$ cat src/include/fcs_defs.svh
// constants of the flash command sequencer: register offsets, fields, limits
// assumes a 32-bit Avalon-MM word bus; offsets are word addresses
// Summary of operation
// only security pattern 10 means unsecured
// parameter index bits RW, rest read zero
// parameter index selects accessed array word
// ECC index selects report word, RW bits
// writing one to complete flag launches
// flag low while busy, set on completion
// read-once needs index 001 at launch
// read-once errors: load active, mode, phrase
// read-once verify bits from read errors
// load-data words: code 05, address, data
// load-data phrase address low bits zero
// load-data parameters kept, flag then sets
// other command or error cancels load
// query needs index 000, no load, mode
// partition words: code 20, two counts
// partition counts at most 128 and 16
// remaining at least 12, ratio at least 8; code checks both only when the emulation sector count is nonzero
// erase-verify then program info register
// software erases all blocks before partition
// software loads every parameter word first
// failed partition aborts with access error
`ifndef FCS_DEFS_SVH
`define FCS_DEFS_SVH
`define FCS_OFF_STAT 4'h0
`define FCS_OFF_PIDX 4'h1
`define FCS_OFF_PARAM 4'h2
`define FCS_OFF_EIDX 4'h3
`define FCS_OFF_ECC 4'h4
`define FCS_OFF_SEC 4'h5
`define FCS_OFF_MODE 4'h6
`define FCS_ST_COMMAND_COMPLETE_FLAG 7
`define FCS_ST_ACC 5
`define FCS_ST_PV 4
`define FCS_ST_MG1 1
`define FCS_ST_MG0 0
`define FCS_SEC_UNSEC 2'h2
`define FCS_SEC_RESET 2'h1
`define FCS_CMD_READONCE 8'h04
`define FCS_CMD_PROGP 8'h06
`define FCS_CMD_LOAD 8'h05
`define FCS_CMD_QUERY 8'h15
`define FCS_CMD_PART 8'h20
`define FCS_DF_SECTORS 8'h80
`define FCS_ER_MAX 8'h10
`define FCS_MIN_REMAIN 8'h0C
`define FCS_MIN_RATIO 8'h08
`define FCS_INFO_ADDR 23'h120000
`define FCS_EXEC_CYCLES 4'h4
`endif

$ cat src/include/fcs_pkg.sv
// types of the flash command sequencer
// assumes fcs_defs.svh for numeric constants
package fcs_pkg;
    typedef enum {FCS_IDLE, FCS_EXEC, FCS_ERASE, FCS_PROG, FCS_DONE} fcs_state_t;
    typedef struct packed {
        logic req;
        logic [7:0] cmd;
        logic [22:0] addr;
        logic [15:0] data;
    } fcs_mc_req_t;
    typedef struct packed {
        logic done;
        logic readErr;
        logic uncorrErr;
        logic fail;
    } fcs_mc_rsp_t;
endpackage : fcs_pkg

$ cat src/design/fcs_sequencer.sv
// flash command sequencer: parameter array, launch handshake, error checks
// assumes a memory controller that answers each request with one done pulse
`include "fcs_defs.svh"
module fcs_sequencer #(
    parameter int PARAM_WORDS = 8,
    parameter int ECC_WORDS = 8
) (
    input wire logic clock,
    input wire logic rst,
    input wire logic [3:0] avsAddress,
    input wire logic avsRead,
    input wire logic avsWrite,
    input wire logic [31:0] avsWriteData,
    input wire logic [3:0] avsByteEnable,
    output logic [31:0] avsReadData,
    output logic avsWaitRequest,
    input wire logic [15:0] eccReportIn [ECC_WORDS],
    output fcs_pkg::fcs_mc_req_t mcReq,
    input fcs_pkg::fcs_mc_rsp_t mcRsp,
    output logic unsecured,
    output logic loadActive
);
    import fcs_pkg::*;

    // index registers are three bits wide, so both arrays must hold eight words
    if (PARAM_WORDS != 8 || ECC_WORDS != 8)
    begin : g_bad_size
        $error("fcs_sequencer: index fields are three bits wide");
    end

    logic [15:0] param_r [PARAM_WORDS];
    logic [2:0] pIdx_r;
    logic [2:0] eIdx_r;
    logic [1:0] sec_r;
    logic modeOk_r;
    logic command_complete_flag_r;
    logic access_error_flag_r;
    logic pViol_r;
    logic mg1_r;
    logic mg0_r;
    logic load_r;
    logic rdAck_r;
    logic [31:0] rdData_r;
    fcs_state_t state_r;
    fcs_mc_req_t mcReq_r;

    wire wrStb = avsWrite & ~avsRead & avsByteEnable[0];
    wire wrStat = wrStb && avsAddress == `FCS_OFF_STAT;
    wire wrPIdx = wrStb && avsAddress == `FCS_OFF_PIDX;
    wire wrParam = wrStb && avsAddress == `FCS_OFF_PARAM && command_complete_flag_r;
    wire wrEIdx = wrStb && avsAddress == `FCS_OFF_EIDX;
    wire wrSec = wrStb && avsAddress == `FCS_OFF_SEC;
    wire wrMode = wrStb && avsAddress == `FCS_OFF_MODE;
    // launch by write one
    wire launch = wrStat && avsWriteData[`FCS_ST_COMMAND_COMPLETE_FLAG] && command_complete_flag_r;
    wire clrAcc = wrStat && avsWriteData[`FCS_ST_ACC];
    wire clrPv = wrStat && avsWriteData[`FCS_ST_PV];
    wire [7:0] cmd = param_r[0][15:8];
    wire [7:0] user_partition_sectors = param_r[1][7:0];
    wire [7:0] buffer_ram_emulation_sectors = param_r[2][7:0];
    wire [7:0] remain = `FCS_DF_SECTORS - user_partition_sectors;
    // phrase address low bits
    wire phraseBad = param_r[1][2:0] != 3'h0;
    // read-once checks
    wire roErr = pIdx_r != 3'h1 || load_r || !modeOk_r || phraseBad;
    // query checks
    wire qErr = pIdx_r != 3'h0 || load_r || !modeOk_r;
    // partition validation
    wire partBad = user_partition_sectors > `FCS_DF_SECTORS || buffer_ram_emulation_sectors > `FCS_ER_MAX ||
        (buffer_ram_emulation_sectors != 8'h0 && (remain < `FCS_MIN_REMAIN ||
        {4'h0, remain} < ({4'h0, buffer_ram_emulation_sectors} * 12'(`FCS_MIN_RATIO))));
    wire loadErr = phraseBad || pIdx_r != 3'h5;
    wire launchErr = (cmd == `FCS_CMD_READONCE && roErr) ||
        (cmd == `FCS_CMD_QUERY && qErr) ||
        (cmd == `FCS_CMD_PART && partBad) ||
        (cmd == `FCS_CMD_LOAD && loadErr);

    // security decode
    assign unsecured = sec_r == `FCS_SEC_UNSEC;
    assign loadActive = load_r;
    assign mcReq = mcReq_r;
    assign avsReadData = rdData_r;
    assign avsWaitRequest = avsRead & ~rdAck_r;

    logic [31:0] rdMux;
    always_comb
    begin
        rdMux = 32'h0;
        case (avsAddress)
            `FCS_OFF_STAT: rdMux = {24'h0, command_complete_flag_r, 1'b0, access_error_flag_r, pViol_r, 2'h0, mg1_r, mg0_r};
            // unused index bits zero
            `FCS_OFF_PIDX: rdMux = {29'h0, pIdx_r};
            // indexed array read
            `FCS_OFF_PARAM: rdMux = {16'h0, param_r[pIdx_r]};
            `FCS_OFF_EIDX: rdMux = {29'h0, eIdx_r};
            // ECC report select
            `FCS_OFF_ECC: rdMux = {16'h0, eccReportIn[eIdx_r]};
            `FCS_OFF_SEC: rdMux = {30'h0, sec_r};
            `FCS_OFF_MODE: rdMux = {31'h0, modeOk_r};
            default: rdMux = 32'h0;
        endcase
    end

    always_ff @(posedge clock or posedge rst)
    begin
        if (rst)
        begin
            rdAck_r <= 1'b0;
            rdData_r <= 32'h0;
        end
        else
        begin
            rdAck_r <= avsRead & ~rdAck_r;
            rdData_r <= (avsRead & ~rdAck_r) ? rdMux : rdData_r;
        end
    end

    always_ff @(posedge clock or posedge rst)
    begin
        if (rst)
        begin
            pIdx_r <= 3'h0;
            eIdx_r <= 3'h0;
            sec_r <= `FCS_SEC_RESET;
            modeOk_r <= 1'b1;
        end
        else
        begin
            if (wrPIdx)
                pIdx_r <= avsWriteData[2:0];
            if (wrEIdx)
                eIdx_r <= avsWriteData[2:0];
            if (wrSec)
                sec_r <= avsWriteData[1:0];
            if (wrMode)
                modeOk_r <= avsWriteData[0];
        end
    end

    genvar gi;
    generate
        for (gi = 0; gi < PARAM_WORDS; gi++)
        begin : g_param
            // indexed array write
            always_ff @(posedge clock or posedge rst)
            begin
                if (rst)
                    param_r[gi] <= 16'h0;
                else if (wrParam && pIdx_r == 3'(gi))
                    param_r[gi] <= avsWriteData[15:0];
            end
        end
    endgenerate

    wire mcDone = mcRsp.done;
    always_ff @(posedge clock or posedge rst)
    begin
        if (rst)
        begin
            state_r <= FCS_IDLE;
            command_complete_flag_r <= 1'b1;
            access_error_flag_r <= 1'b0;
            pViol_r <= 1'b0;
            mg1_r <= 1'b0;
            mg0_r <= 1'b0;
            load_r <= 1'b0;
            mcReq_r <= '0;
        end
        else
        begin
            mcReq_r.req <= 1'b0;
            if (clrAcc)
                access_error_flag_r <= 1'b0;
            if (clrPv)
                pViol_r <= 1'b0;
            case (state_r)
                FCS_IDLE:
                begin
                    if (launch)
                    begin
                        command_complete_flag_r <= 1'b0;
                        mg1_r <= 1'b0;
                        mg0_r <= 1'b0;
                        // cancel on other command
                        if (cmd != `FCS_CMD_LOAD && cmd != `FCS_CMD_PROGP)
                            load_r <= 1'b0;
                        if (launchErr)
                        begin
                            // abort with access error
                            access_error_flag_r <= 1'b1;
                            // cancel on error
                            load_r <= 1'b0;
                            state_r <= FCS_DONE;
                        end
                        else
                        begin
                            mcReq_r <= '{1'b1, cmd, {param_r[0][6:0], param_r[1]}, param_r[2]};
                            state_r <= cmd == `FCS_CMD_PART ? FCS_ERASE : FCS_EXEC;
                        end
                    end
                end
                FCS_EXEC:
                begin
                    // read-once verify bits
                    if (mcDone && cmd == `FCS_CMD_READONCE)
                    begin
                        mg1_r <= mcRsp.readErr;
                        mg0_r <= mcRsp.uncorrErr;
                    end
                    if (mcDone)
                    begin
                        // keep load parameters
                        if (cmd == `FCS_CMD_LOAD)
                            load_r <= ~mcRsp.fail;
                        if (cmd == `FCS_CMD_PROGP || mcRsp.fail)
                            load_r <= 1'b0;
                        if (mcRsp.fail)
                            access_error_flag_r <= 1'b1;
                        state_r <= FCS_DONE;
                    end
                end
                FCS_ERASE:
                begin
                    // erase-verify first
                    if (mcDone)
                    begin
                        if (mcRsp.fail)
                        begin
                            access_error_flag_r <= 1'b1;
                            state_r <= FCS_DONE;
                        end
                        else
                        begin
                            mcReq_r <= '{1'b1, `FCS_CMD_PART, `FCS_INFO_ADDR, {8'h0, user_partition_sectors}};
                            state_r <= FCS_PROG;
                        end
                    end
                end
                FCS_PROG:
                begin
                    // program info register
                    if (mcDone)
                    begin
                        if (mcRsp.fail)
                            access_error_flag_r <= 1'b1;
                        state_r <= FCS_DONE;
                    end
                end
                FCS_DONE:
                begin
                    // set flag on completion
                    command_complete_flag_r <= 1'b1;
                    state_r <= FCS_IDLE;
                end
                default: state_r <= FCS_IDLE;
            endcase
        end
    end

    // flag low while executing
    flag_busy_a: assert property (@(posedge clock) disable iff (rst)
        state_r != FCS_IDLE |-> !command_complete_flag_r)
        else $error("complete flag high while busy");
    launch_clears_a: assert property (@(posedge clock) disable iff (rst)
        launch |=> !command_complete_flag_r)
        else $error("launch did not clear complete flag");
    readonce_idx_a: assert property (@(posedge clock) disable iff (rst)
        launch && cmd == `FCS_CMD_READONCE && pIdx_r != 3'h1 |=> access_error_flag_r)
        else $error("read once bad index not flagged");
    readonce_load_a: assert property (@(posedge clock) disable iff (rst)
        launch && cmd == `FCS_CMD_READONCE && load_r |=> access_error_flag_r)
        else $error("read once during load not flagged");
    query_err_a: assert property (@(posedge clock) disable iff (rst)
        launch && cmd == `FCS_CMD_QUERY && pIdx_r != 3'h0 |=> access_error_flag_r ##1 command_complete_flag_r)
        else $error("query bad index not flagged");
    part_abort_a: assert property (@(posedge clock) disable iff (rst)
        launch && cmd == `FCS_CMD_PART && partBad |=> !mcReq_r.req ##1 command_complete_flag_r)
        else $error("bad partition not aborted");
    load_cancel_a: assert property (@(posedge clock) disable iff (rst)
        launch && cmd != `FCS_CMD_LOAD && cmd != `FCS_CMD_PROGP |=> !load_r)
        else $error("load sequence not cancelled");
    sec_decode_a: assert property (@(posedge clock) disable iff (rst)
        wrSec |=> unsecured == ($past(avsWriteData[1:0]) == 2'h2))
        else $error("security decode wrong");
    pidx_upper_a: assert property (@(posedge clock) disable iff (rst)
        rdAck_r && $past(avsAddress) == `FCS_OFF_PIDX |-> avsReadData[31:3] == 29'h0)
        else $error("index upper bits not zero");
    info_addr_a: assert property (@(posedge clock) disable iff (rst)
        state_r == FCS_ERASE && mcDone && !mcRsp.fail |=> mcReq_r.addr == `FCS_INFO_ADDR)
        else $error("info register address wrong");
    readonce_mg_a: assert property (@(posedge clock) disable iff (rst)
        state_r == FCS_EXEC && mcDone && cmd == `FCS_CMD_READONCE |=>
        mg1_r == $past(mcRsp.readErr) && mg0_r == $past(mcRsp.uncorrErr))
        else $error("read once verify bits wrong");
    load_keep_a: assert property (@(posedge clock) disable iff (rst)
        state_r == FCS_EXEC && mcDone && cmd == `FCS_CMD_LOAD && !mcRsp.fail |=> load_r)
        else $error("load sequence not kept");
    cov_launch_c: cover property (@(posedge clock) disable iff (rst) launch ##[1:20] command_complete_flag_r);
    cov_part_c: cover property (@(posedge clock) disable iff (rst) state_r == FCS_PROG);
    cov_load_c: cover property (@(posedge clock) disable iff (rst) $rose(load_r));
    cov_err_c: cover property (@(posedge clock) disable iff (rst) $rose(access_error_flag_r));
endmodule : fcs_sequencer

$ cat config.mk
export PLATFORM = sky130hd
export DESIGN_NAME = fcs_sequencer
export DESIGN_NICKNAME = d
export VERILOG_FILES = /design/src/include/fcs_pkg.sv /design/src/design/fcs_sequencer.sv
export VERILOG_INCLUDE_DIRS = /design/src /design/src/include
export SDC_FILE = /design/constraint.sdc
export NUM_CORES = 1
export LEC_CHECK = 0
export BUFFER_PORTS_ARGS = -buffer_cell sky130_fd_sc_hd__buf_2
export CAP_MARGIN = 20
export CORE_ASPECT_RATIO = 1.5
export CORE_MARGIN = 2
export CORE_UTILIZATION = 40
export DETAILED_ROUTE_END_ITERATION = 6
export GPL_TIMING_DRIVEN = 0
export MAX_ROUTING_LAYER = met4
export PLACE_DENSITY = 0.73
export SLEW_MARGIN = 25
export SYNTH_ARGS = -nofsm -noshare
export SYNTH_HDL_FRONTEND = slang
export SYNTH_SLANG_ARGS = --single-unit
$ cat constraint.sdc
create_clock -name clock -period 8.9 [get_ports clock]
set_input_delay 0.89 -clock clock [delete_from_list [all_inputs] [get_ports clock]]
set_output_delay 0.89 -clock clock [all_outputs]
set_load 0.03 [all_outputs]
* Word level (Yosys, flattened, before mapping)
Cells that the tools add are included.
Cells by class: reductions and logical operators 55, order comparisons 6, equality and inequality tests 36, muxes and demuxes 38, add/subtract/negate cells 1, bitwise logic cells 8
Operator list (count):
- $mux 48 | 4
- $pmux 16 s7 | 1
- $bmux 16 s3 | 2
- $mux 32 | 3
- $pmux 32 s3 | 1
- $pmux 48 s2 | 1
- $eq 32x2->1 const B | 2
- $mux 16 | 4
- $eq 32x1->1 const B | 1
- $eq 32x3->1 const B | 1
- $logic_not 32->1 | 1
- $logic_and 1x1->1 | 25
- $eq 8x3->1 const B | 3
- $ne 8x3->1 const B | 2
- $mux 1 | 14
- $logic_or 1x1->1 | 13
- $eq 3x3->1 const B | 4
- $eq 4x3->1 const B | 3
- $ne 2x2->1 const B | 6
- $lt 8x11->1 | 1
- $pmux 1 s2 | 5
- $reduce_and 5->1 | 2
- $ne 3x3->1 const B | 3
- $eq 4x2->1 const B | 2
- 28 further kinds | 40
Storage, ports and cells: bits of input ports 176, output and inout port bits 83, logic and storage cells 168, bits in registers 255

* Depth between registers and ports, before layout
Gate-level depths: netlist (run 1).
depth in word-level cells 11, gate-level depth with buffers 14, mapped depth without buffers 11

* Worst setup path before layout (run 1)
OpenSTA, ideal clock, no wires.
kind register to register, start register param_r[96] in the netlist's numbering, end register mcReq_r, in the netlist mcReq[12], slack 5755 ps, setup time 124 ps, arrival time 3021 ps, stages on the path, launching flop included 15, buffers on the path 3, clock period less this slack 3145 ps, required time 8776 ps, cell sequence dfrtp_1 buf_2 or4_1 nor3_1 xnor2_1 ha_1 o21a_1 nor2_1 a311oi_1 and3_1 a2bb2oi_1 a211o_1 buf_4 buf_6 mux2i_1
Between the ends: word-level cells in the longest chain between the ends 10, elaborated cells on any way between the ends 19, classes of those cells add/sub (1); order compare (3); eq/ne (1); reduce/logical (14)
RTL lines:
- from (decl) | RTL line fcs_sequencer.sv:31 | logic [15:0] param_r [PARAM_WORDS];
- from (signal, indexed assignment) | RTL line fcs_sequencer.sv:150 | param_r[gi] <= avsWriteData[15:0];
- $sub 8x8->8 (no source line)
- $lt 8x11->1 / $lt 8x4->1 (equally long branches)
- $logic_or 1x1->1 | RTL line fcs_sequencer.sv:70 | (buffer_ram_emulation_sectors != 8'h0 && (remain < `FCS_MIN_REMAIN ||
- $logic_and 1x1->1 | RTL line fcs_sequencer.sv:70
- $logic_or 1x1->1 | RTL line fcs_sequencer.sv:69 | wire partBad = user_partition_sectors > `FCS_DF_SECTORS || buffer_ram_emulation_sectors > `FCS_ER_MAX ||
- $logic_and 1x1->1 | RTL line fcs_sequencer.sv:75 | (cmd == `FCS_CMD_PART && partBad) ||
- $logic_or 1x1->1 | RTL line fcs_sequencer.sv:73 | wire launchErr = (cmd == `FCS_CMD_READONCE && roErr) ||
- $logic_or 1x1->1 (*) | RTL line fcs_sequencer.sv:73
- $ne 2x2->1 (no source line) (*)
- $reduce_and 5->1 (no source line) (*)
- to (signal assigned) | RTL line fcs_sequencer.sv:197 | mcReq_r <= '{1'b1, cmd, {param_r[0][6:0], param_r[1]}, param_r[2]};
- to (signal assigned) | RTL line fcs_sequencer.sv:234 | mcReq_r <= '{1'b1, `FCS_CMD_PART, `FCS_INFO_ADDR, {8'h0, user_partition_sectors}};
- to (decl) | RTL line fcs_sequencer.sv:45 | fcs_mc_req_t mcReq_r;
Mark *: on every way between the ends. The rest lies on a longest branch, timed or not. A chain may end at the register's enable or synchronous reset.

* Worst setup path in the final report (run 1)
start register param_r[96] in the netlist's numbering, end register mcReq_r, in the netlist mcReq[14]
The elaborated chain is that of the path after synthesis.

==> implementation parameters, run 1 <==
Parameter                              Value

Place
  Buffers on Ports ... 220
  Total instance count after detailed placement ... roughly 1500
  GPL Wtd Cong ... ~0.91
  DPL Wire Length ... between 20 and 30 mm
  Dpl ws ... between 5 and 6 ns

Timing
  Setup WS post-layout ... roughly 5.3 ns
  Final Hold Slack ... approximately 0.42 ns
  Total count of hold-check failures in the final report ... 0
  Total negative slack ... 0 ns
  Slew HR ... between 40% and 50%
  Slew Viols, Final ... 0
  Fraction of the cycle the final worst path needs ... between 40% and 50%
  Fmax ... about 280 MHz
  Number of endpoints failing setup at the final stage ... 0
  Final Skew ... 0.009327 ns
  Transition time at the pin with the least slew margin ... 0.8985 ns
  Fin crit period ... 3.601 ns
  Unrepaired setup endpoints after global routing ... no

CTS
  Clock transition time at the flip-flop clock pins of the worst setup and hold paths ... ~0.07 ns
  Clock latency reported for the late side of the worst-skew pair ... roughly 0.51 ns
  Number of buffers on the longest clock path ... 3
  Number of buffers inserted during clock tree synthesis ... 21
  TritonCTS clock tree ... built
  CTS Root Cell ... sky130_fd_sc_hd__clkbuf_16
  CTS resizes ... 0
  Number of clock sinks ... 210
  Post-CTS setup buffer count ... 0
  Hold-fix buffers, CTS ... 0
  Number of H-tree levels ... 1

Finish
  Final net count ... around 1300
  Layout-stage area growth over the synthesis result ... 21.43%
  Final std cells w/o fill ... about 1500
  Filler Cell Count ... 2410
  Layout cells sized above 1 ... 41.87%

Detailed routing
  DRC violations left ... 0
  Wire length per cell ... between 20 and 25 um
  Vias ... 8357
  Total wire length ... around 33 mm
  First-pass DRT Iterations ... 4
  Mean number of vias per cell ... between 5 and 6
  Number of antenna-violating nets in the routed design ... 0
  Number of violations reported at the end of detailed-routing iteration 0 ... 560

Global route
  Largest net degree at the start of global routing ... 76
  Busiest metal layer after global routing ... met2
  Total routing usage reported by global routing ... between 20 and 25%
  Routing usage on met3 ... under 10%
  Total global routing overflow ... 0
  Global routing met1 resource utilization ... 24.74%
  Via count of the first global-routing pass ... roughly 9000
  Fraction of met2 tracks used by global routing ... a little over two fifths
  Number of antenna violations at the first check in global routing ... 1
  Global-route wire length before repair ... around 51 mm

Synth
  Proportion of register bits with asynchronous set or reset after synthesis ... 100.0%
  Post-synthesis cell type count ... between 60 and 70
  Primary FF master, synth ... sky130_fd_sc_hd__dfrtp_1
  Fraction of the yosys area taken by sequential cells ... 47.50%
  Total of warnings raised by yosys ... 0
  Synthesized cell area ... ~0.011 mm^2
  Synthesized instance count ... 890
  Post-synthesis sequential element count ... 210
  Average footprint of a synthesized cell ... roughly 12 um^2
  EDFF count, synth ... 0

Power
  Cell Pwr Density ... about 160 mW/mm^2
  P_leak ... roughly 6.7 nW
  Peak VDD IR ... about 0.00012 V

Floorplanning
  Die Width ... ~140 um
  Die height ... around 210 um
  Effective utilization at floorplan ... approximately 41%
  Core Footprint ... approximately 0.027 mm^2
  Num rows ... 74
  I/O pin count ... ~260
  Area of the die ... 0.02905 mm^2

Critical path
  Worst Setup End Kind ... register
  Required @ worst endpoint ... 9.32 ns
  Critical path launch point type ... register
  Worst path arrival time ... 4.02 ns
  Worst Path Class, Setup ... reg -> reg
  Highest net fanout along the worst path ... 10

Flow run
  Max Cap Viol ... 0

Status
  Result of the run ... completed

Min path
  Class of the tightest hold or removal check ... in -> async
==> worst max-delay path, stage by stage (launching register included) <==
cell                        delay, ns
sky130_fd_sc_hd__dfrtp_1         0.35
sky130_fd_sc_hd__buf_2           0.18
sky130_fd_sc_hd__or4_1           0.55
sky130_fd_sc_hd__nor3_1          0.25
sky130_fd_sc_hd__xnor2_1         0.16
sky130_fd_sc_hd__ha_1            0.25
sky130_fd_sc_hd__o21a_1          0.17
sky130_fd_sc_hd__nor2_1          0.09
sky130_fd_sc_hd__a311oi_1        0.07
sky130_fd_sc_hd__a21oi_1         0.33
sky130_fd_sc_hd__a2bb2oi_1       0.27
sky130_fd_sc_hd__a211o_1         0.20
sky130_fd_sc_hd__buf_4           0.21
sky130_fd_sc_hd__buf_6           0.21
sky130_fd_sc_hd__mux2i_1         0.21
==> cell families after synthesis <==
family	count (synthesis)	synth area share (%)
multiplexers	255	31.64
flip-flops	210	47.50
AND/OR/NAND/NOR	184	8.385
buffers and inverters	130	5.278
AO/OA/AOI/OAI	101	6.283
adder cells (fa/ha/maj)	5	0.5650
XOR/XNOR	4	0.3164
other	1	0.03387
==> Yosys cell counts, types with 3 or more instances <==
cell,instances,share of area (%)
sky130_fd_sc_hd__nor2b_1,5,0.28
sky130_fd_sc_hd__or4b_2,3,0.27
sky130_fd_sc_hd__mux2_2,119,12
sky130_fd_sc_hd__o221ai_1,5,0.40
sky130_fd_sc_hd__or3_1,3,0.17
sky130_fd_sc_hd__nand2_1,79,2.7
sky130_fd_sc_hd__nand4_1,7,0.40
sky130_fd_sc_hd__and3_1,4,0.23
sky130_fd_sc_hd__ha_1,5,0.57
sky130_fd_sc_hd__buf_2,14,0.63
sky130_fd_sc_hd__nand2b_1,6,0.34
sky130_fd_sc_hd__mux4_2,64,13
sky130_fd_sc_hd__a311oi_1,3,0.24
sky130_fd_sc_hd__nor2_1,26,0.88
sky130_fd_sc_hd__inv_1,49,1.7
sky130_fd_sc_hd__nor3_1,14,0.63
sky130_fd_sc_hd__dfrtp_1,207,47
sky130_fd_sc_hd__xnor2_1,4,0.32
sky130_fd_sc_hd__nor4_1,4,0.23
sky130_fd_sc_hd__a21oi_1,9,0.41
sky130_fd_sc_hd__a22o_1,14,1.1
sky130_fd_sc_hd__mux2i_1,71,6.4
sky130_fd_sc_hd__nand3_1,11,0.50
sky130_fd_sc_hd__o22ai_1,14,0.79
sky130_fd_sc_hd__buf_1,10,0.34
sky130_fd_sc_hd__clkbuf_1,38,1.3
sky130_fd_sc_hd__nand3b_1,6,0.41
sky130_fd_sc_hd__buf_4,17,1.2
sky130_fd_sc_hd__dfstp_2,3,0.71
sky130_fd_sc_hd__o21ai_0,34,1.5
==> report_power, final <==
group	total [mW]	switching [mW]	internal, mW
sequential	0.968	0.00507	0.963
combinational	0.308	0.173	0.136
clock	0.933	0.378	0.555
total	2.21	0.556	1.65
==> placed cells by master, fill, tap and decap left out, types with 5 or more instances in the layout <==
master / instances
sky130_fd_sc_hd__inv_1: 48
sky130_fd_sc_hd__o22ai_1: 14
sky130_fd_sc_hd__nor3_1: 14
sky130_fd_sc_hd__clkbuf_1: 41
sky130_fd_sc_hd__o221ai_1: 5
sky130_fd_sc_hd__nand2b_1: 6
sky130_fd_sc_hd__mux2i_1: 71
sky130_fd_sc_hd__buf_1: 10
sky130_fd_sc_hd__o21ai_0: 34
sky130_fd_sc_hd__mux4_2: 64
sky130_fd_sc_hd__conb_1: 16
sky130_fd_sc_hd__a22o_1: 14
sky130_fd_sc_hd__nand3b_1: 6
sky130_fd_sc_hd__nand4_1: 7
sky130_fd_sc_hd__buf_2: 234
sky130_fd_sc_hd__mux2_2: 119
sky130_fd_sc_hd__nand2_1: 79
sky130_fd_sc_hd__ha_1: 5
sky130_fd_sc_hd__nor2b_1: 5
sky130_fd_sc_hd__clkbuf_16: 21
sky130_fd_sc_hd__a21oi_1: 9
sky130_fd_sc_hd__buf_4: 17
sky130_fd_sc_hd__nor2_1: 26
sky130_fd_sc_hd__nand3_1: 11
sky130_fd_sc_hd__dfrtp_1: 207
==> worst paths after layout <==
path | from | end | cells past startpoint | slack [ns]
max | param_r[96]$_DFFE_PP0P_ | mcReq[14]$_DFFE_PP0P_ | 14 | 5.30
min | rst | mcReq[40]$_DFFE_PP0P_ | 2 | 0.42
max reg2reg | param_r[96]$_DFFE_PP0P_ | mcReq[14]$_DFFE_PP0P_ | 14 | 5.30
min reg2reg | avsReadData[5]$_DFFE_PP0P_ | avsReadData[5]$_DFFE_PP0P_ | 2 | 0.48
max in group asynchronous | rst | modeOk_r$_DFFE_PP1P_ | 3 | 7.73
min in group clock | avsReadData[5]$_DFFE_PP0P_ | avsReadData[5]$_DFFE_PP0P_ | 2 | 0.48
==> flip-flops by register name (all words and copies together) (netlist names) <==
signal                        flops
param_r                         112
mcReq                            48
avsReadData                      16
buffer_ram_emulation_sectors      8
cmd                               8
eIdx_r                            3
pIdx_r                            3
state_r                           3
sec_r                             2
access_error_flag_r               1
command_complete_flag_r           1
loadActive                        1
mg0_r                             1
mg1_r                             1
modeOk_r                          1
rdAck_r                           1
==> per-layer routing <==
metal | wire length [um] | vias up | part of all wire [%]
li1 | - | 3750 | -
met1 | 12140 | 4216 | 36
met2 | 17830 | 321 | 54
met3 | 1879 | 70 | 5.6
met4 | 1465 | 0 | 4.4
met5 | 0 | - | 0
==> area by class of cell <==
class                           instances  area, um^2  share of cell area, %
Timing Repair Buffer                  222        1156                  8.599
Clock buffer                           28       591.8                  4.402
Inverter                               49       191.4                  1.424
Sequential cell                       210        5259                  39.12
Antenna cell                            3       7.507                0.05584
Buffer                                 81       400.4                  2.978
Tap cell                              342       427.9                  3.183
Multi-Input combinational cell        565        5285                  39.31
Clock inverter                          8       125.1                 0.9307
==> stage by stage <==
stage                     instance area (um^2)  power (mW)  util, %
final                                    13440       2.210    49.39
after global routing                     13440       2.282    49.37
after CTS                                13440       2.226    49.36
after detailed placement                 12720       1.296    46.73
after global placement                   12660       1.288    46.50
after floorplan                          11130       1.183        -
Power figures use the tool's default switching activity.
==> inputs of run 2 (changes only) <==
--- a/config.mk
+++ b/config.mk
@@ -6,6 +6,7 @@
 export SDC_FILE = /design/constraint.sdc
 export NUM_CORES = 1
 export LEC_CHECK = 0
+export ABC_AREA = 1
 export BUFFER_PORTS_ARGS = -buffer_cell sky130_fd_sc_hd__buf_2
 export CAP_MARGIN = 20
 export CORE_ASPECT_RATIO = 1.5
@@ -14,7 +15,7 @@
 export DETAILED_ROUTE_END_ITERATION = 6
 export GPL_TIMING_DRIVEN = 0
 export MAX_ROUTING_LAYER = met4
-export PLACE_DENSITY = 0.73
+export PLACE_DENSITY = 0.76
 export SLEW_MARGIN = 25
 export SYNTH_ARGS = -nofsm -noshare
 export SYNTH_HDL_FRONTEND = slang
==> constraint.sdc (replaced) <==
create_clock -name clock -period 2.95 [get_ports clock]
set_input_delay 0.295 -clock clock [delete_from_list [all_inputs] [get_ports clock]]
set_output_delay 0.295 -clock clock [all_outputs]
set_load 0.03 [all_outputs]
==> implementation parameters, run 2 <==
Parameter                              Value

Global route
  Total global routing overflow ... 0 (unchanged)
  Largest net degree at the start of global routing ... 31 (was 76)
  Total routing usage reported by global routing ... 29.18% (was 23.14%)
  Via count of the first global-routing pass ... 10500 (was 9033)
  Number of antenna violations at the first check in global routing ... 1 (unchanged)
  Global-route wire length before repair ... 60.62 mm (was 51.21 mm)

Detailed routing
  Mean number of vias per cell ... 5.750 (was 5.542)
  Metal-1 WL ... 15.95 mm (was 12.14 mm)
  DRC violations left ... 0 (unchanged)
  Metal3 WL ... 3.301 mm (was 1.879 mm)
  Number of violations reported at the end of detailed-routing iteration 0 ... 1193 (was 560)
  Number of antenna-violating nets in the routed design ... 0 (unchanged)
  Total wire length ... 41.04 mm (was 33.31 mm)
  Vias ... 11070 (was 8357)
  First-pass DRT Iterations ... 6 (was 4)
  Met2 routed wirelength ... 19.45 mm (was 17.83 mm)
  Top routing layer used ... met4 (unchanged)
  Wire length per cell ... 21.31 um (was 22.09 um)

Min path
  Hold Path Sink ... param_r[1]$_DFFE_PP0P_
  Min-delay src ... avsWriteData[1]
  Class of the tightest hold or removal check ... in -> reg (was in -> async)
  Number of instances on the worst hold path ... 3

Power
  Peak VDD IR ... 0.0003332 V (was 0.0001176 V)
  Relative contribution of sequential cells to total power ... 42.3% (was 43.8%)
  Switching power of the nets ... 2.371 mW (was 0.5557 mW)
  Logic gate share of total power ... 21.1% (was 14.0%)
  P_leak ... 6.376 nW (was 6.663 nW)
  Switching part of the total ... 31.76% (was 25.15%)
  Total power draw ... 7.465 mW (was 2.210 mW)
  Part of the power in the clock network ... 36.6% (was 42.2%)
  Internal Pwr Total ... 5.094 mW (was 1.654 mW)
  Cell Pwr Density ... 559.6 mW/mm^2 (was 164.3 mW/mm^2)

Synth
  Proportion of register bits with asynchronous set or reset after synthesis ... 100.0% (unchanged)
  Top post-synthesis cells by area ... sky130_fd_sc_hd__dfrtp_1 (48%), sky130_fd_sc_hd__o21ai_0 (9.8%), sky130_fd_sc_hd__nand2_1 (8.5%) (was sky130_fd_sc_hd__dfrtp_1 (47%), sky130_fd_sc_hd__mux4_2 (13%), sky130_fd_sc_hd__mux2_2 (12%))
  Area share of the largest cell type after synthesis ... 48.15% (was 46.78%)
  Synthesized instance count ... 1299 (was 890)
  Post-synthesis cell type count ... 43 (was 63)
  Synthesized cell area ... 0.01076 mm^2 (was 0.01107 mm^2)
  Total of warnings raised by yosys ... 0 (unchanged)
  List of most frequent post-synthesis cells ... sky130_fd_sc_hd__nand2_1 (243), sky130_fd_sc_hd__o21ai_0 (211), sky130_fd_sc_hd__dfrtp_1 (207), sky130_fd_sc_hd__inv_1 (105), sky130_fd_sc_hd__nor2_1 (90) (was sky130_fd_sc_hd__dfrtp_1 (207), sky130_fd_sc_hd__mux2_2 (119), sky130_fd_sc_hd__nand2_1 (79), sky130_fd_sc_hd__mux2i_1 (71), sky130_fd_sc_hd__mux4_2 (64))
  Post-synthesis sequential element count ... 210 (unchanged)
  Primary FF master, synth ... sky130_fd_sc_hd__dfrtp_1 (unchanged)
  Fraction of the yosys area taken by sequential cells ... 48.88% (was 47.50%)
  Most area-hungry cell type in the Yosys netlist ... sky130_fd_sc_hd__dfrtp_1 (unchanged)
  Most used standard cell by instance count after synthesis ... sky130_fd_sc_hd__nand2_1 (was sky130_fd_sc_hd__dfrtp_1)
  EDFF count, synth ... 0 (unchanged)
  Average footprint of a synthesized cell ... 8.282 um^2 (was 12.44 um^2)

Floorplanning
  Effective utilization at floorplan ... 40.61% (was 40.67%)
  I/O pin count ... 259 (unchanged)
  Die Width ... 137.9 um (was 139.8 um)
  Area of the die ... 0.02825 mm^2 (was 0.02905 mm^2)
  Num rows ... 73 (was 74)
  Die height ... 204.9 um (was 207.8 um)
  Core Footprint ... 0.02649 mm^2 (was 0.02722 mm^2)

Timing
  Setup WS post-layout ... 0.2256 ns (was 5.299 ns)
  Final Skew ... 0.01658 ns (was 0.009327 ns)
  Total count of hold-check failures in the final report ... 0 (unchanged)
  Slew Viols, Final ... 0 (unchanged)
  Fmax ... 367.1 MHz (was 277.7 MHz)
  Transition time at the pin with the least slew margin ... 0.9085 ns (was 0.8985 ns)
  Fin crit period ... 2.724 ns (was 3.601 ns)
  Number of endpoints failing setup at the final stage ... 0 (unchanged)
  Slew HR ... 38.97% (was 40.10%)
  Fraction of the cycle the final worst path needs ... 92.35% (was 40.46%)
  Total negative slack ... 0 ns (unchanged)

CTS
  Number of buffers inserted during clock tree synthesis ... 21 (unchanged)
  Number of H-tree levels ... 1 (unchanged)
  Clock transition time at the flip-flop clock pins of the worst setup and hold paths ... 0.06 ns (was 0.07 ns)
  Number of buffers on the longest clock path ... 3 (unchanged)
  CTS Root Cell ... sky130_fd_sc_hd__clkbuf_16 (unchanged)
  Clock latency reported for the late side of the worst-skew pair ... 0.51 ns (about the same)
  TritonCTS clock tree ... built (unchanged)
  Number of clock sinks ... 210 (unchanged)

Finish
  Commonest cells after routing, fill and taps aside ... sky130_fd_sc_hd__nand2_1 (242), sky130_fd_sc_hd__buf_2 (230), sky130_fd_sc_hd__o21ai_0 (211) (was sky130_fd_sc_hd__buf_2 (234), sky130_fd_sc_hd__dfrtp_1 (207), sky130_fd_sc_hd__mux2_2 (119))
  Flip-flop count of the largest register, all copies and words added ... 112 (unchanged)
  Layout cells sized above 1 ... 22.42% (was 41.87%)
  Final std cells w/o fill ... 1926 (was 1508)
  Register area ... 0.005263 mm^2 (was 0.005259 mm^2)
  Layout-stage area growth over the synthesis result ... 24.01% (was 21.43%)
  Area of the multi-input gates ... 0.004671 mm^2 (was 0.005285 mm^2)
  Most frequent standard cell in the layout excluding fill and tap cells ... sky130_fd_sc_hd__nand2_1 (was sky130_fd_sc_hd__buf_2)
  Final net count ... 1755 (was 1331)
  Filler Cell Count ... 2520 (was 2410)
  Util after Layout ... 50.36% (was 49.39%)
  Register with the most flip-flops ... param_r (unchanged)

Status
  Result of the run ... completed (unchanged)

Place
  Dpl ws ... 0.1637 ns (was 5.233 ns)
  DPL Wire Length ... 31.21 mm (was 25.70 mm)
  GPL Wtd Cong ... 0.9975 (was 0.9058)
  Total instance count after detailed placement ... 1882 (was 1469)
  Buffers on Ports ... 223 (was 220)

Critical path
  Reg2reg path depth ... 24 (was 14)
  Reg-to-Reg End ... mcReq[6]$_DFFE_PP0P_ (was mcReq[14]$_DFFE_PP0P_)
  CP peak stage delay ... 0.42 ns (was 0.55 ns)
  Ordered cell list for the critical path ... nor2_4 -> nand2_4 -> nor2_4 -> nand3_4 -> nor2_4 -> inv_1 -> nand2_1 -> inv_1 -> ha_1 -> nand2_1 -> inv_1 -> nand2_1 -> nand2_1 -> nand2_1 -> nand2_1 -> nand2_1 -> nand2_1 -> nand2_2 -> nand2_4 -> nand3_4 -> buf_8 -> buf_8 -> nand3_2 -> nand3_1 (was buf_2 -> or4_1 -> nor3_1 -> xnor2_1 -> ha_1 -> o21a_1 -> nor2_1 -> a311oi_1 -> a21oi_1 -> a2bb2oi_1 -> a211o_1 -> buf_4 -> buf_6 -> mux2i_1)
  Required @ worst endpoint ... 3.32 ns (was 9.32 ns)
  Highest net fanout along the worst path ... 10 (unchanged)
  Worst path arrival time ... 3.10 ns (was 4.02 ns)
  Reg2Reg Setup Slack ... 0.23 ns (was 5.30 ns)
  Standard cell with the maximum stage delay on the critical path ... sky130_fd_sc_hd__dfrtp_2 (was sky130_fd_sc_hd__or4_1)
  Worst Path Class, Setup ... reg -> reg (unchanged)
  Cell repeated most along the worst path ... sky130_fd_sc_hd__nand2_1
  R2R Path Start ... param_r[97]$_DFFE_PP0P_ (was param_r[96]$_DFFE_PP0P_)
  Critical path launch point type ... register (unchanged)
  Worst Setup End Kind ... register (unchanged)

Flow run
  Max Cap Viol ... 0 (unchanged)
## run 2: cell count changes after synthesis, moves of 31 or more
cell                       previous run  this run
sky130_fd_sc_hd__a22oi_1              1        32
sky130_fd_sc_hd__clkbuf_1            38        69
sky130_fd_sc_hd__inv_1               49       105
sky130_fd_sc_hd__mux2_2             119         0
sky130_fd_sc_hd__mux2i_1             71         0
sky130_fd_sc_hd__mux4_2              64         0
sky130_fd_sc_hd__nand2_1             79       243
sky130_fd_sc_hd__nand3_1             11        87
sky130_fd_sc_hd__nor2_1              26        90
sky130_fd_sc_hd__o21ai_0             34       211
## run 2: how the worst max path moves through the flow
stage                            startpoint  slack, ns  depth (start not counted)                             to
CTS                 param_r[98]$_DFFE_PP0P_       0.13                         24           mcReq[6]$_DFFE_PP0P_
floorplan                               rst      -0.07                          1  access_error_flag_r$_DFF_PP0_
detailed placement  param_r[98]$_DFFE_PP0P_       0.16                         24          mcReq[29]$_DFFE_PP0P_
global placement                        rst      -1.26                          2           mcReq[9]$_DFFE_PP0P_
global route        param_r[97]$_DFFE_PP0P_      -0.03                         24          mcReq[42]$_DFFE_PP0P_
finish              param_r[97]$_DFFE_PP0P_       0.23                         24           mcReq[6]$_DFFE_PP0P_
## run 2: kinds of logic after synthesis
group,share of synthesized area [%]
other,0.03486
flip-flops,48.88
buffers and inverters,8.572
AO/OA/AOI/OAI,22.05
adder cells (fa/ha/maj),0.5815
AND/OR/NAND/NOR,19.88
## run 2: final cells by class
type / instances / area share, %
Inverter: 109 / 3.114
Tap cell: 337 / 3.161
Clock inverter: 10 / 0.9848
Multi-Input combinational cell: 893 / 35.01
Clock buffer: 27 / 4.108
Buffer: 102 / 3.874
Sequential cell: 210 / 39.45
Antenna cell: 1 / 0.01876
Timing Repair Buffer: 237 / 10.28
## run 2: repair_timing
action,4_1_cts,5_1_grt
hold buffers,1,0
setup buffers,0,4
gates resized for setup,0,13
endpoints found under the setup margin,0,48
hold endpoints to repair,19,0
## run 2: per-layer routing
metal / up-vias / GRT usage [%]
li1: 4997 / -
met3: 141 / 3.836
met1: 5337 / 38.15
met5: - / -
met4: 0 / 14.36
met2: 599 / 44.59
## run 2: power by group through the flow
stage          clock network [mW]  logic (mW)  registers [mW]
6_report                     2.73        1.57            3.16
5_1_grt                      2.86        1.71            3.17
3_3_place_gp                    0        1.47            3.21
2_1_floorplan                   0       0.879            3.25
3_5_place_dp                    0        1.53            3.21
4_1_cts                      2.73        1.54            3.16
## run 2: critical path: cells and delay by family, from the launching register on
family	cells	cell delay, ns
adder cells (fa/ha/maj)	1	0.28
buffers and inverters	5	0.48
flip-flops	1	0.42
AND/OR/NAND/NOR	18	1.40
## run 2: through the flow
stage,cell area (um^2),hold slack [ns]
3_3_place_gp,12360,0.4553
6_report,13340,0.07818
3_5_place_dp,12550,0.3755
5_1_grt,13340,0.08462
4_1_cts,13240,0.06599
2_1_floorplan,10820,0.4464
